--- src/scal_defines.svh ---
// Constants for the secure clock adjust limiter.
`ifndef SCAL_DEFINES_SVH
`define SCAL_DEFINES_SVH
`define SCAL_LIMIT_MIN      6
`define SCAL_LIMIT_SEC      (`SCAL_LIMIT_MIN * 60)
`define SCAL_SYS_CLK_HZ     10000000
`define SCAL_TICK_CYCLES    (`SCAL_SYS_CLK_HZ / 1)
`define SCAL_YEAR_SEC       31536000
`define SCAL_TIME_RESET     32'h00000000
`define SCAL_OFFSET_RESET   16'h0000
`endif

--- src/scal_pkg.sv ---
// Types shared by the secure clock adjust limiter files.
package scal_pkg;
  typedef enum logic [1:0] {
    SCAL_REC_NONE,
    SCAL_REC_SHIFT,
    SCAL_REC_PLAYBACK
  } scal_rec_kind_t;

  typedef struct packed {
    logic        valid;
    logic signed [15:0] shiftSec;
  } scal_shift_req_t;

  typedef struct packed {
    logic               valid;
    scal_rec_kind_t     kind;
    logic [31:0]        timeStamp;
    logic signed [15:0] appliedShift;
    logic               limitException;
  } scal_log_entry_t;
endpackage : scal_pkg

--- src/scal_band_check.sv ---
// Band check for a requested shift against the yearly allowance.
`timescale 1ns/10ps
`include "scal_defines.svh"
module scal_band_check
  import scal_pkg::*;
(
  input  wire logic signed [15:0] offsetNow,
  input  wire logic signed [15:0] shiftReq,
  output logic signed [15:0]      offsetNew,
  output logic                    inBand
);
  logic signed [16:0] sum;

  // Widened sum so a large request cannot wrap back into the band.
  always_comb begin
    sum       = 17'(offsetNow) + 17'(shiftReq);
    inBand    = (sum <= 17'sd360) && (sum >= -17'sd360);
    offsetNew = sum[15:0];
  end
endmodule : scal_band_check

--- src/scal_clock_limiter.sv ---
// Trusted clock with bounded yearly adjustment and security log output.
// ****************************************************************
// Overview of operation
// - Operator time shifts allowed only while yearly net shift stays within six minutes.
// - Every shift attempt emits a security log entry of clock shift kind.
// - From zero point, a forward six-minute shift is accepted and applied.
// - At full forward limit, a further five-second forward shift is refused.
// - A retard equal to the earlier advance returns the clock to zero.
// - Backward six minutes accepted from zero; further five seconds back refused.
// - Accepted shift entry is stamped in the new time base.
// - Refused shift entry carries the shift limit exception flag.
// - Refused shift entry is stamped with only the offset already in force.
// - Playback entries after a shift use the shifted trusted clock.
// - Shift entries carry the applied offset amount.
// - Trusted clock and timestamps resolve to one second.
// ****************************************************************
`timescale 1ns/10ps
`include "scal_defines.svh"
module scal_clock_limiter
  import scal_pkg::*;
(
  input  wire logic            sys_clk,
  input  wire logic            arst_n,
  input  wire scal_shift_req_t shiftReq,
  input  wire logic            playbackEvent,
  output scal_log_entry_t      logEntry,
  output logic [31:0]          trustedTime,
  output logic signed [15:0]   yearOffset
);
  // ****************************************************************
  // Design notes
  // ****************************************************************

  // The trusted clock is kept as two parts: a base that counts seconds and takes
  // in the offset at year end, and a signed offset that holds the net operator shift for
  // the current calendar year. Keeping them apart lets the band check work on
  // a 16-bit quantity instead of comparing two 32-bit times.

  // A request is judged against the offset in force at the edge that takes it.
  // An accepted request moves the offset at once; a refused one leaves every
  // part of the time base alone and only produces a log entry.

  // At the last second of the year the offset is folded into the base, so the
  // time seen outside does not jump, and the offset restarts at zero. This
  // re-centres the allowance without any operator action.

  // Limitations: one request is taken per cycle, a playback pulse that meets a
  // shift in the same cycle is not logged, and a shift taken in the same cycle
  // as a second tick is stamped with the time before that tick.

  // Complete state of the block; it is registered as a whole.
  typedef struct packed {
    logic [31:0]        baseTime;
    logic [31:0]        yearSec;
    logic signed [15:0] offset;
    logic [31:0]        trusted;
    scal_log_entry_t    entry;
  } scal_state_t;

  scal_state_t        state;
  scal_state_t        next_state;
  logic               tick;
  logic signed [15:0] offsetNew;
  logic               inBand;
  logic [31:0]        shiftedTime;
  logic [31:0]        candTime;
  logic               yearEnd;
  logic               shiftTake;
  logic               playTake;

  // ****************************************************************
  // Helpers
  // ****************************************************************

  scal_second_tick u_tick (
    .sys_clk (sys_clk),
    .arst_n  (arst_n),
    .tick    (tick)
  );

  scal_band_check u_band (
    .offsetNow (state.offset),
    .shiftReq  (shiftReq.shiftSec),
    .offsetNew (offsetNew),
    .inBand    (inBand)
  );

  // Trusted time is held in its own register, so the output comes from flops.
  assign shiftedTime = state.trusted;
  // Stamp for an accepted shift: the present base plus the offset it would make.
  assign candTime    = state.baseTime + 32'(offsetNew);

  // ****************************************************************
  // Request decode
  // ****************************************************************

  // Last second of the calendar year; the band re-centres on this tick.
  assign yearEnd   = tick && (state.yearSec == 32'(`SCAL_YEAR_SEC - 1));

  // A shift is always taken; a playback pulse only when no shift shares the cycle.
  // The pulse is dropped rather than queued, which keeps the block free of buffers.
  assign shiftTake = shiftReq.valid;
  assign playTake  = playbackEvent && !shiftReq.valid;

  // ****************************************************************
  // Next state
  // ****************************************************************

  // Shift requests take priority over playback events in the same cycle;
  // the playback record is dropped in that case, a known limitation.
  always_comb begin
    next_state = state;
    next_state.entry = '0;
    if (tick) begin
      next_state.baseTime = state.baseTime + 32'h00000001;
      if (yearEnd) begin
        next_state.yearSec = 32'h00000000;
        // Fold the shift into the base so time is kept but the band re-centres.
        next_state.baseTime = state.baseTime + 32'h00000001 + 32'(state.offset);
        next_state.offset   = 16'(`SCAL_OFFSET_RESET);
      end else begin
        next_state.yearSec = state.yearSec + 32'h00000001;
      end
    end
    if (shiftTake) begin
      next_state.entry.valid = 1'b1;
      next_state.entry.kind  = SCAL_REC_SHIFT;
      if (inBand) begin
        if (yearEnd) begin
          // The shift belongs to the closing year, so fold it into the base
          // with the rest; it is then neither lost nor charged to the new year.
          next_state.baseTime = state.baseTime + 32'h00000001 + 32'(offsetNew);
        end else begin
          next_state.offset = offsetNew;
        end
        next_state.entry.timeStamp    = candTime;
        next_state.entry.appliedShift = shiftReq.shiftSec;
      end else begin
        next_state.entry.limitException = 1'b1;
        next_state.entry.timeStamp      = shiftedTime;
        next_state.entry.appliedShift   = 16'h0000;
      end
    end else if (playTake) begin
      next_state.entry.valid     = 1'b1;
      next_state.entry.kind      = SCAL_REC_PLAYBACK;
      next_state.entry.timeStamp = shiftedTime;
    end
    // Trusted time follows whatever base and offset this cycle settles on;
    // registering the sum keeps an adder out of the output path.
    next_state.trusted = next_state.baseTime + 32'(next_state.offset);
  end

  // ****************************************************************
  // State register
  // ****************************************************************

  // Whole state in one register; reset clears time, offset and the log pulse.
  always_ff @(posedge sys_clk or negedge arst_n) begin
    if (!arst_n) begin
      state <= '0;
    end else begin
      state <= next_state;
    end
  end

  // Outputs are taken straight from the state register.
  // The trusted time is registered as well, so no adder sits before a pin.
  assign logEntry    = state.entry;
  assign trustedTime = shiftedTime;
  assign yearOffset  = state.offset;

  // ****************************************************************
  // Checks
  // ****************************************************************

  // Request handling: every shift request is logged, and the offset moves only when
  // the request is accepted; the stamp follows the time base in force.
  band_held_a: assert property (@(posedge sys_clk) disable iff (!arst_n)
    (state.offset <= 16'sd360) && (state.offset >= -16'sd360))
    else $error("Offset left the band.");

  every_log_a: assert property (@(posedge sys_clk) disable iff (!arst_n)
    shiftReq.valid |=> (logEntry.valid && logEntry.kind == SCAL_REC_SHIFT))
    else $error("Shift attempt not logged.");

  accept_apply_a: assert property (@(posedge sys_clk) disable iff (!arst_n)
    (shiftReq.valid && inBand && !tick) |=> (yearOffset == $past(offsetNew)))
    else $error("Accepted shift not applied.");

  refuse_keep_a: assert property (@(posedge sys_clk) disable iff (!arst_n)
    (shiftReq.valid && !inBand && !tick) |=> $stable(yearOffset))
    else $error("Refused shift changed offset.");

  refuse_flag_a: assert property (@(posedge sys_clk) disable iff (!arst_n)
    shiftReq.valid |=> (logEntry.limitException == !$past(inBand)))
    else $error("Exception flag wrong.");

  refuse_stamp_a: assert property (@(posedge sys_clk) disable iff (!arst_n)
    (shiftReq.valid && !inBand) |=> (logEntry.timeStamp == $past(trustedTime)))
    else $error("Refused stamp wrong.");

  new_base_a: assert property (@(posedge sys_clk) disable iff (!arst_n)
    (shiftReq.valid && inBand) |=> (logEntry.timeStamp == $past(candTime)))
    else $error("Accepted stamp wrong.");

  play_stamp_a: assert property (@(posedge sys_clk) disable iff (!arst_n)
    (playbackEvent && !shiftReq.valid) |=> (logEntry.timeStamp == $past(trustedTime)))
    else $error("Playback stamp wrong.");

  // Playback on its own gives exactly one playback record, free of shift fields.
  play_kind_a: assert property (@(posedge sys_clk) disable iff (!arst_n)
    (playbackEvent && !shiftReq.valid) |=>
      (logEntry.valid && logEntry.kind == SCAL_REC_PLAYBACK))
    else $error("Playback not logged.");

  play_no_shift_a: assert property (@(posedge sys_clk) disable iff (!arst_n)
    (playbackEvent && !shiftReq.valid) |=> (logEntry.appliedShift == 16'sh0000))
    else $error("Playback record carries a shift.");

  play_no_exc_a: assert property (@(posedge sys_clk) disable iff (!arst_n)
    (playbackEvent && !shiftReq.valid) |=> !logEntry.limitException)
    else $error("Playback record flagged as refused.");

  // The log output is a one-cycle pulse; no request means no entry.
  log_pulse_a: assert property (@(posedge sys_clk) disable iff (!arst_n)
    (!shiftReq.valid && !playbackEvent) |=> !logEntry.valid)
    else $error("Log entry without a request.");

  // An accepted shift records the amount requested; a refused one records none.
  applied_amount_a: assert property (@(posedge sys_clk) disable iff (!arst_n)
    (shiftReq.valid && inBand) |=> (logEntry.appliedShift == $past(shiftReq.shiftSec)))
    else $error("Applied amount not logged.");

  refused_amount_a: assert property (@(posedge sys_clk) disable iff (!arst_n)
    (shiftReq.valid && !inBand) |=> (logEntry.appliedShift == 16'sh0000))
    else $error("Refused amount logged.");

  // ****************************************************************
  // Band edge checks
  // ****************************************************************

  // These pin the band to its inclusive limits of six minutes either way,
  // independent of how the adder in the band check is written.
  fwd_edge_a: assert property (@(posedge sys_clk) disable iff (!arst_n)
    (shiftReq.valid && state.offset == 16'sh0000 && shiftReq.shiftSec == 16'sh0168)
      |-> inBand)
    else $error("Six minutes forward refused.");

  fwd_over_a: assert property (@(posedge sys_clk) disable iff (!arst_n)
    (shiftReq.valid && state.offset == 16'sh0168 && shiftReq.shiftSec == 16'sh0005)
      |-> !inBand)
    else $error("Forward shift past the limit accepted.");

  back_edge_a: assert property (@(posedge sys_clk) disable iff (!arst_n)
    (shiftReq.valid && state.offset == 16'sh0000 && shiftReq.shiftSec == -16'sh0168)
      |-> inBand)
    else $error("Six minutes back refused.");

  back_over_a: assert property (@(posedge sys_clk) disable iff (!arst_n)
    (shiftReq.valid && state.offset == -16'sh0168 && shiftReq.shiftSec == -16'sh0005)
      |-> !inBand)
    else $error("Backward shift past the limit accepted.");

  // Undoing the whole shift in force brings the offset back to the zero point.
  return_zero_a: assert property (@(posedge sys_clk) disable iff (!arst_n)
    (shiftReq.valid && !tick && shiftReq.shiftSec == -state.offset)
      |=> (yearOffset == 16'sh0000))
    else $error("Return to zero point failed.");

  // ****************************************************************
  // Time base checks
  // ****************************************************************

  // Time moves only on a second tick or a shift; anything else would let the
  // stamps drift away from the trusted clock.
  time_hold_a: assert property (@(posedge sys_clk) disable iff (!arst_n)
    (!tick && !shiftReq.valid) |=> $stable(trustedTime))
    else $error("Trusted time moved without cause.");

  offset_hold_a: assert property (@(posedge sys_clk) disable iff (!arst_n)
    (!tick && !shiftReq.valid) |=> $stable(yearOffset))
    else $error("Offset moved without a request.");

  // An accepted shift moves the time by exactly the requested amount.
  accept_time_a: assert property (@(posedge sys_clk) disable iff (!arst_n)
    (shiftReq.valid && inBand && !tick) |=>
      (trustedTime == $past(trustedTime) + 32'($past(shiftReq.shiftSec))))
    else $error("Trusted time not moved by the shift.");

  // A refused amount is never applied to the time.
  refuse_time_a: assert property (@(posedge sys_clk) disable iff (!arst_n)
    (shiftReq.valid && !inBand && !tick) |=> $stable(trustedTime))
    else $error("Refused shift moved the time.");

  // The year counter never reaches the year length, so the rollover second is
  // always seen and the allowance is re-centred once a year.
  year_count_a: assert property (@(posedge sys_clk) disable iff (!arst_n)
    (state.yearSec < 32'(`SCAL_YEAR_SEC)))
    else $error("Year counter overran.");
endmodule : scal_clock_limiter

--- src/scal_second_tick.sv ---
// One-second tick generator.
`timescale 1ns/10ps
`include "scal_defines.svh"
module scal_second_tick
  import scal_pkg::*;
(
  input  wire logic sys_clk,
  input  wire logic arst_n,
  output logic      tick
);
  typedef struct packed {
    logic [23:0] count;
    logic        tick;
  } scal_tick_state_t;

  scal_tick_state_t state;
  scal_tick_state_t next_state;

  // Divider counts the full period and pulses once per second.
  always_comb begin
    next_state = state;
    next_state.tick = 1'b0;
    if (state.count == 24'(`SCAL_TICK_CYCLES - 1)) begin
      next_state.count = 24'h000000;
      next_state.tick  = 1'b1;
    end else begin
      next_state.count = state.count + 24'h000001;
    end
  end

  always_ff @(posedge sys_clk or negedge arst_n) begin
    if (!arst_n) begin
      state <= '0;
    end else begin
      state <= next_state;
    end
  end

  assign tick = state.tick;
endmodule : scal_second_tick

--- config.mk ---
export PLATFORM = sky130hd
export DESIGN_NAME = scal_clock_limiter
export DESIGN_NICKNAME = d
export VERILOG_FILES = /design/src/scal_pkg.sv /design/src/scal_band_check.sv /design/src/scal_clock_limiter.sv /design/src/scal_second_tick.sv
export VERILOG_INCLUDE_DIRS = /design/src /design/src/src
export SDC_FILE = /design/constraint.sdc
export NUM_CORES = 1
export LEC_CHECK = 0
export BUFFER_PORTS_ARGS = -buffer_cell sky130_fd_sc_hd__buf_2
export CORE_MARGIN = 1
export CORE_UTILIZATION = 45
export DETAILED_ROUTE_END_ITERATION = 8
export PLACE_DENSITY_LB_ADDON = 0.05
export SKIP_CTS_REPAIR_TIMING = 1
export SLEW_MARGIN = 20
export SYNTH_ARGS = -nofsm -noshare
export SYNTH_HDL_FRONTEND = slang
export SYNTH_HIERARCHICAL = 1
export SYNTH_SLANG_ARGS = --single-unit
--- constraint.sdc ---
create_clock -name sys_clk -period 13.9 [get_ports sys_clk]
set_clock_uncertainty 0.05 [all_clocks]
set_input_delay 1.39 -clock sys_clk [delete_from_list [all_inputs] [get_ports sys_clk]]
set_output_delay 1.39 -clock sys_clk [all_outputs]
set_load 0.02 [all_outputs]
==> impl_metrics.yaml <==
worst_hold_path:
  hold_path_depth: 2
  min-delay-path-class: "reg -> reg"
worst_setup_path:
  cp_slowest_cell: "fa_1"
  crit_fanout: 38
  reg2reg_depth: 30
  path_buf_inv: 4
  timing.rr.end: "trustedTime[30]"
  cp-start-kind: "input pin"
  cp.arrival_ns: 8.32
  critPathMaxStageDelay_ns: 0.44
  rrSetupSlack_ns: 6.46
  rr_startpoint: "yearOffset[0]"
  setup.worst_path.class: "in -> reg"
  crit_start: "shiftReq[0]"
  required_ns: 14.24
  crit_top_cell: "a21oi_1"
  crit_family: "compound AO/OA/AOI/OAI gates"
  endpoint_kind: "flip-flop"
  cp-endpoint: "trustedTime[30]"
  worst-path-stages: 31
sta:
  fin_setup_tns_ns: 0
  fin_crit_sh_pct: 57.41
  fin_crit_ns: 7.980
  rsz0062_at_grt: "no"
  hold_viol_final: 0
  max_freq_ghz: 0.1253
  setup_viol: 0
  slew_headroom_pct: 46.35
  slew_violations: 0
  tightest_slew_ns: 0.7844
route:
  wl_per_cell_um: 18.61
  vias_per_cell: 5.693
  drc: 0
  wl_mm: 42.68
  dr_total_vias: 13060
  firstDrtPassIters: 5
  drt_iter0_markers: 800
  final_antenna_net_count: 0
yosys:
  synth_ff_type: "dfrtp_1"
  synth_area_per_cell_um2: 8.656
  yosysSeqAreaShare_pct: 29.99
  yosys_warnings: 6
  netlist.top_cell.by_area: "dfrtp_1"
  ys_ff_latch: 189
  async_reset_ff_share_pct: 100.0
  synthesis.area_um2: 15770
  synth_top_area_share_pct: 29.99
  yosysUniqueCellTypes: 94
  synthesis.nets: 1991
  synthTopCellsByArea: "dfrtp_1, ha_1, xnor2_1"
  synth_edf_count: 0
  netlist_instances: 1822
power:
  powerDensity_nw_per_um2: 162.6
  leakagePower_nw: 7.968
  ir_worst_vdd_v: 0.0001007
layout:
  layout_common_cells: "dfrtp_1, nand2_1, ha_1"
  fin_cells: 2294
  insertedDiodeCount: 0
  drive_above_1_share_pct: 11.20
  layout_commonest_cell: "dfrtp_1"
  synthToLayoutAreaGrowth_pct: 6.434
  fin_util_pct: 48.59
  nets: 1995
  num-fill-cells: 3402
die:
  dieArea_um2: 35800
  die_height_um: 189.2
  initial_core_util_pct: 45.66
  die_x_um: 189.2
  rows: 68
  core_um2: 34540
  ioPinCount: 120
job:
  maxCapViolations: 0
global_route:
  grt_max_degree: 89
  grt_pass1_vias: 12620
  overflow: 0
  antenna_found_initial: 0
  grt_first_pass_wirelength_mm: 68.17
  grt_util_all_layers_pct: 24.25
clock_network:
  root_buffer: "clkbuf_16"
  cts_max_level: 4
  cts_tree: "built"
  numCtsBuffers: 17
  clock_path_buffers: 2
  clkSinkCount: 189
  clk_latency_ns: 0.46
  clk_pin_slew_ns: 0.08
placement:
  port_buffers: 119
  place_congestion: 0.8874
  dpl.hpwl_mm: 32.82
  dp_cells: 2262
status:
  status: "finished, final reports clean"
[cell usage after synthesis, drive strengths merged, types with 40 or more instances]
cell,instances
nand3,62
o21ai,120
xnor2,119
buf,108
dfrtp,189
ha,144
a21oi,147
nor2,123
nand2,183
xor2,72
inv,48
a21o,61
clkbuf,40
[tightest hold or removal path, cell delays in order, from the launching register on]
cell	delay (ns)
dfrtp_1	0.34
nand2_1	0.04
o21ai_0	0.06
[flip-flops by register name, summed over array words and instances (netlist names)]
| signal | flops |
|---|---|
| logEntry | 52 |
| state | 64 |
| trustedTime | 32 |
| u_tick/state | 24 |
| u_tick/tick | 1 |
| yearOffset | 16 |
[how the worst min path moves through the flow]
| stage | start | to | slack [ns] |
|---|---|---|---|
| after floorplan | state[106] | state[106] | 0.40 |
| after global placement | trustedTime[7] | logEntry[24] | 0.41 |
| after detailed placement | trustedTime[2] | logEntry[19] | 0.42 |
| after CTS | u_tick/state[1] | u_tick/state[1] | 0.43 |
| after global routing | trustedTime[7] | logEntry[24] | 0.45 |
| final | trustedTime[7] | logEntry[24] | 0.43 |
[report_power, final]
part | leakage (nW) | internal [mW] | switching, mW
Clock | 0.318 | 0.299 | 0.255
Sequential | 2.46 | 0.619 | 0.0557
Combinational | 5.19 | 0.588 | 0.912
[stage by stage]
stage	power [mW]	cell area, µm²	setup WS [ns]	hold WS, ns
final	2.729	16790	5.920	0.4289
after global routing	2.928	16790	5.483	0.4462
after CTS	2.736	16790	5.919	0.4330
after detailed placement	2.167	16130	5.430	0.4175
after global placement	2.162	16130	5.561	0.4122
after floorplan	1.878	15770	6.304	0.3959
[kinds of logic after synthesis]
logic type	count (synthesis)	share of synthesized area, %
AND/OR/NAND/NOR	568	17.86
multiplexers	6	0.3887
buffers and inverters	196	7.092
AO/OA/AOI/OAI	523	21.96
XOR/XNOR	191	10.65
adder cells (fa/ha/maj)	149	12.06
flip-flops	189	29.99
[metal layers]
metal / vias up / share of wire [%] / GRT usage [%]
li1: 6531 / - / -
met5: - / 0 / 0
met2: 296 / 43 / 37.03
met3: 23 / 4.5 / 3.726
met4: 0 / 0.78 / 4.435
met1: 6210 / 52 / 36.21
[final cells by class]
cell class              count  area, µm²  area share (%)
multi-input cells        1437       9941           59.22
flip-flops and latches    189       4730           28.18
repair buffers            133      709.4           4.226
clock buffers              18      439.2           2.616
well taps                 455      569.3           3.391
inverters                  48      180.2           1.073
clock inverters            14      217.7           1.297
(Power assumes the default switching activity.)
